<file path="src/hw/axi_wchk_pkg.sv">
/*
 * Checker constants: flag bits, modes, burst codes, status layout.
 * Assumes nothing of its surroundings.
 */
`default_nettype none

package axi_wchk_pkg;

	// flags kept by this block
	localparam int FLAG_COUNT = 27;

	// flag bit positions
	localparam int BIT_4K_CROSS      = 0;
	localparam int BIT_WRAP_ALIGN    = 1;
	localparam int BIT_BURST_RSVD    = 2;
	localparam int BIT_EXCL_LEN      = 3;
	localparam int BIT_CACHE         = 4;
	localparam int BIT_FIXED_LEN     = 5;
	localparam int BIT_WRAP_LEN      = 6;
	localparam int BIT_SIZE_WIDE     = 7;
	localparam int BIT_AWVALID_RST   = 8;
	localparam int BIT_ADDR_HOLD     = 9;
	localparam int BIT_BURST_HOLD    = 10;
	localparam int BIT_CACHE_HOLD    = 11;
	localparam int BIT_ID_HOLD       = 12;
	localparam int BIT_LEN_HOLD      = 13;
	localparam int BIT_LOCK_HOLD     = 14;
	localparam int BIT_PROT_HOLD     = 15;
	localparam int BIT_SIZE_HOLD     = 16;
	localparam int BIT_QOS_HOLD      = 17;
	localparam int BIT_REGION_HOLD   = 18;
	localparam int BIT_AWVALID_DROP  = 19;
	localparam int BIT_AWREADY_WAIT  = 20;
	localparam int BIT_BEAT_COUNT    = 21;
	localparam int BIT_STRB_LANE     = 22;
	localparam int BIT_WVALID_RST    = 23;
	localparam int BIT_WDATA_HOLD    = 24;
	localparam int BIT_WLAST_HOLD    = 25;
	localparam int BIT_WSTRB_HOLD    = 26;

	// protocol modes
	localparam logic [1:0] MODE_AXI4 = 2'h0;
	localparam logic [1:0] MODE_AXI3 = 2'h1;
	localparam logic [1:0] MODE_LITE = 2'h2;

	// burst type codes
	localparam logic [1:0] BURST_FIXED = 2'h0;
	localparam logic [1:0] BURST_INCR  = 2'h1;
	localparam logic [1:0] BURST_WRAP  = 2'h2;
	localparam logic [1:0] BURST_RSVD  = 2'h3;

	// length limits as awlen codes (beats minus one)
	localparam logic [7:0] LEN_MAX_FIXED = 8'h0F;
	localparam logic [7:0] LEN_WRAP_2    = 8'h01;
	localparam logic [7:0] LEN_WRAP_4    = 8'h03;
	localparam logic [7:0] LEN_WRAP_8    = 8'h07;
	localparam logic [7:0] LEN_WRAP_16   = 8'h0F;

	// 4KB page, in bytes
	localparam logic [15:0] PAGE_BYTES = 16'h1000;
	localparam int          PAGE_BITS  = 12;

	// default ready wait limit, cycles
	localparam logic [15:0] DEF_WAIT_LIMIT = 16'h0010;

	// status read port layout
	localparam int         STATUS_ADDR_W   = 10;
	localparam int         STATUS_DATA_W   = 32;
	localparam logic [9:0] STATUS_FLAG_OFS = 10'h000;
	localparam logic [1:0] RESP_OKAY       = 2'h0;

	// status read port states
	typedef enum logic [0:0] {
		ST_IDLE = 1'b0,
		ST_RESP = 1'b1
	} status_state_t;

endpackage

`default_nettype wire

</file>
<file path="src/hw/axi_wchk_status.sv">
/*
 * Read-only status port: returns the flags at one word offset, zero
 * elsewhere. Assumes flags and requester share mclk.
 */
`timescale 1ns/100ps
`default_nettype none

module axi_wchk_status #(
	parameter int FLAGS = axi_wchk_pkg::FLAG_COUNT
) (
	input  wire logic              mclk,
	input  wire logic              rst,
	input  wire logic [FLAGS-1:0]  flags,
	input  wire logic [9:0]        st_araddr,
	input  wire logic              st_arvalid,
	output logic                   st_arready,
	output logic [31:0]            st_rdata,
	output logic [1:0]             st_rresp,
	output logic                   st_rvalid,
	input  wire logic              st_rready
);

	axi_wchk_pkg::status_state_t state_q;
	logic [31:0]                 rdata_q;
	logic                        addr_hit;
	logic                        take;

	// word decode; low two address bits ignored
	assign addr_hit = ({st_araddr[9:2], 2'h0} == axi_wchk_pkg::STATUS_FLAG_OFS);
	assign take     = (state_q == axi_wchk_pkg::ST_IDLE) && st_arvalid;

	// one read in flight; ready drops while the answer waits
	always_ff @(posedge mclk or posedge rst) begin
		if (rst) begin
			state_q <= axi_wchk_pkg::ST_IDLE;
			rdata_q <= 32'h0;
		end else begin
			unique case (state_q)
				axi_wchk_pkg::ST_IDLE: begin
					if (take) begin
						state_q <= axi_wchk_pkg::ST_RESP;
						rdata_q <= addr_hit ? 32'(flags) : 32'h0;
					end
				end
				axi_wchk_pkg::ST_RESP: begin
					if (st_rready)
						state_q <= axi_wchk_pkg::ST_IDLE;
				end
			endcase
		end
	end

	assign st_arready = (state_q == axi_wchk_pkg::ST_IDLE);
	assign st_rvalid  = (state_q == axi_wchk_pkg::ST_RESP);
	assign st_rdata   = rdata_q;
	assign st_rresp   = axi_wchk_pkg::RESP_OKAY;

endmodule // axi_wchk_status

`default_nettype wire

</file>
<file path="config.mk">
export PLATFORM = sky130hd
export DESIGN_NAME = axi_wchk_status
export DESIGN_NICKNAME = d
export VERILOG_FILES = /design/src/hw/axi_wchk_pkg.sv /design/src/hw/axi_wchk_status.sv
export SDC_FILE = /design/constraint.sdc
export NUM_CORES = 1
export LEC_CHECK = 0
export ABC_AREA = 1
export BUFFER_PORTS_ARGS = -buffer_cell sky130_fd_sc_hd__buf_2
export CAP_MARGIN = 20
export CORE_MARGIN = 2
export CORE_UTILIZATION = 43
export CTS_CLUSTER_SIZE = 24
export DETAILED_ROUTE_END_ITERATION = 10
export PLACE_DENSITY = 0.77
export SETUP_SLACK_MARGIN = 0.3
export SLEW_MARGIN = 40
export SYNTH_ARGS = -nofsm -noshare
export SYNTH_HDL_FRONTEND = slang
export SYNTH_SLANG_ARGS = --single-unit
</file>
<file path="constraint.sdc">
create_clock -name mclk -period 1.1 [get_ports mclk]
set_input_delay 0.22 -clock mclk [delete_from_list [all_inputs] [get_ports mclk]]
set_output_delay 0.22 -clock mclk [all_outputs]
set_load 0.005 [all_outputs]
</file>
==> impl_metrics.py <==
metrics = {
    "run_status": {
        "status": "finished, violations left",
        "violations": "negative setup slack",
    },
    "cts": {
        "clk_pin_slew_worst_paths_ps": 130,
        "clock-sinks": 28,
        "clock_latency_ps": 310,
        "htreeDepth": 1,
        "cts_buffers": 3,
        "cts_tree": "done",
        "cts_root_buffer": "clkbuf_4",
        "clk_path_buf_depth": 2,
    },
    "global_routing": {
        "antenna_found_initial": 0,
        "grt_start_max_net_pins": 29,
        "overflow": 0,
        "grt_pass1_vias": 1166,
        "grtUsageTotal_pct": 17.2,
        "grt_pass1_wl_mm": 4.74,
    },
    "sta": {
        "finalHoldViolations": 0,
        "finalClockSkew_ps": 5.00,
        "whs_ps": 61.1,
        "period_needed_ps": 1110,
        "setup_viol": 2,
        "timing.setup.tns_ps": -17.6,
        "fmax_ghz": 0.898,
        "grt_setup_unrepaired": "yes",
        "drv_slew": 0,
        "finalCritPeriodShare_pct": 101,
        "fin_ws_ps": -13.3,
    },
    "critical_path": {
        "worstPathRequired_ps": 1360,
        "worstPathArrival_ps": 1380,
        "r2r_end": "st_rdata[11]",
        "r2r_slack_ps": -10,
        "worstSetupEndpointType": "register",
        "reg2reg_from": "st_rvalid",
        "ff2ff_path_depth": 7,
        "worstPathMaxFanout": 17,
        "critPathLaunchType": "register",
        "criticalPathCategory": "register to register",
    },
    "route": {
        "totalWireLength_mm": 3.13,
        "ant_nets": 0,
        "drtIter0Drc": 48,
        "route.detailed.drc": 0,
        "via_per_inst": 4.17,
        "drt_pass1_iterations": 4,
        "avgRoutedWirePerCell_um": 9.90,
        "num_vias": 1317,
    },
    "logic_synthesis": {
        "ys_warn_count": 0,
        "ys_seq_area_share_pct": 51.4,
        "synth_edf_count": 0,
        "synthTopCellsByCount": "83 x nand2_1, 31 x nor2_1, 29 x inv_1",
        "avgSynthCellArea_um2": 7.22,
        "yosysTopAreaCell": "dfrtp_1",
        "ys_ff_latch": 28,
        "netlist_top_cells_area": "dfrtp_1 51%, nand2_1 23%, nor2_1 8.5%",
        "synth.most_common_cell": "nand2_1",
        "synth_top_cell_area_share_pct": 51.4,
        "async_reset_ff_share_pct": 100,
        "synth_ff_type": "dfrtp_1",
        "synthCells": 189,
        "ys_types": 11,
        "syn_area_um2": 1360,
    },
    "cells_and_area": {
        "layout.nets": 315,
        "antenna_cells": 0,
        "drive_gt1_share_pct": 42.3,
        "seq_area_um2": 701,
        "multi_input_area_um2": 546,
        "area_growth_pct": 46.6,
        "fillers": 285,
    },
    "placement": {
        "routabilityCongestion": 0.703,
        "io_buffers": 67,
        "dp_hpwl_mm": 1.96,
    },
    "min_path": {
        "holdPathStages": 2,
        "hold_start": "st_rready",
        "hold_class": "primary input to register",
        "hold_end": "st_rvalid",
    },
    "die": {
        "start_util_pct": 45.0,
        "die_x_um": 60.3,
        "num_rows": 20,
        "die_area_um2": 3640,
        "io_pins": 77,
        "die_height_um": 60.3,
        "core_um2": 3030,
    },
    "power": {
        "ir_worst_vdd_uv": 515,
        "power.density_nw_per_um2": 906,
        "p_leak_nw": 1.31,
    },
    "job": {
        "drv_cap": 0,
    },
}
[state kept, by name, indices dropped and copies added, names as in the netlist]
| register | flops |
|---|---|
| st_rvalid | 1 |
| st_rdata | 27 |
[cells in the final DEF (no fill, tap or decap)]
cell type / count
inv_1: 28
inv_2: 1
nand2_1: 83
dfrtp_1: 28
nor2_2: 22
buf_6: 3
conb_1: 7
nor2_1: 9
buf_16: 1
clkbuf_4: 3
dlygate4sd3_1: 1
buf_12: 3
buf_4: 14
o21ai_1: 1
buf_2: 66
nor2_4: 1
nand2_8: 1
[what timing repair did]
| action | 4_1_cts | 5_1_grt |
|---|---|---|
| hold buffers | 1 | 0 |
| buffers inserted | 10 | 5 |
| gates cloned | 1 | 0 |
| resized for setup | 3 | 25 |
| hold endpoints to repair | 28 | 0 |
| setup endpoints to repair | 57 | 85 |
[cell type report]
cell class                 instances  share of cell area, %
sequential                        28                   35.0
tap                               44                   2.75
clock buffer                       3                   1.13
inverter                          29                   5.44
timing repair buffer              88                   28.3
multi-input combinational        124                   27.3
[critical path, stage by stage, from the launching register on]
cell and delay [ps]:
dfrtp_1 410, inv_2 80, buf_6 110, nand2_8 70, buf_12 160, nor2_1 110, nand2_1 70, nand2_1 50
[layer usage]
metal	wire [um]	track usage [%]	vias to the layer above
met3	183	3.25	0
met2	1660	32.1	41
met4	0	3.81	0
met1	1280	20.4	587
li1	-	-	689
met5	0	0	-
[power breakdown]
| part | internal (mW) | leakage, nW | switching, mW |
|---|---|---|---|
| Clock | 0.128 | 0.0138 | 0.275 |
| Sequential | 1.04 | 0.389 | 0.00463 |
| Combinational | 0.171 | 0.910 | 0.194 |
| Total | 1.34 | 1.31 | 0.474 |
[per-stage QoR]
step,power [mW],worst slack (ps),cells,area [um2],util (%)
2_1_floorplan,1.24,164,195,1420,-
5_1_grt,1.91,-84.9,316,2000,66.0
6_report,1.81,-13.3,316,2000,66.0
3_3_place_gp,1.33,111,296,1750,57.8
4_1_cts,1.78,-3.78,311,1890,62.5
3_5_place_dp,1.33,73.7,296,1750,57.8
[how the worst max path moves through the flow]
stage / start / to / slack (ps) / cells past startpoint
detailed placement: st_araddr[5] / st_rdata[2] / 70 / 7
global route: st_rvalid / st_rdata[11] / -80 / 7
CTS: st_rvalid / st_arready / -4 / 2
global placement: st_araddr[5] / st_rdata[4] / 110 / 7
finish: st_rvalid / st_rdata[11] / -10 / 7
floorplan: st_rvalid / st_rdata[24] / 160 / 6
[logic make-up after synthesis]
family                 after synthesis  synth area share [%]
and+or+nand+nor                    116                  32.7
other                                1                 0.275
buffers and inverters               43                  15.3
AOI/OAI and AO/OA                    1                 0.367
DFF                                 28                  51.4
Power figures use the tool's default switching activity.
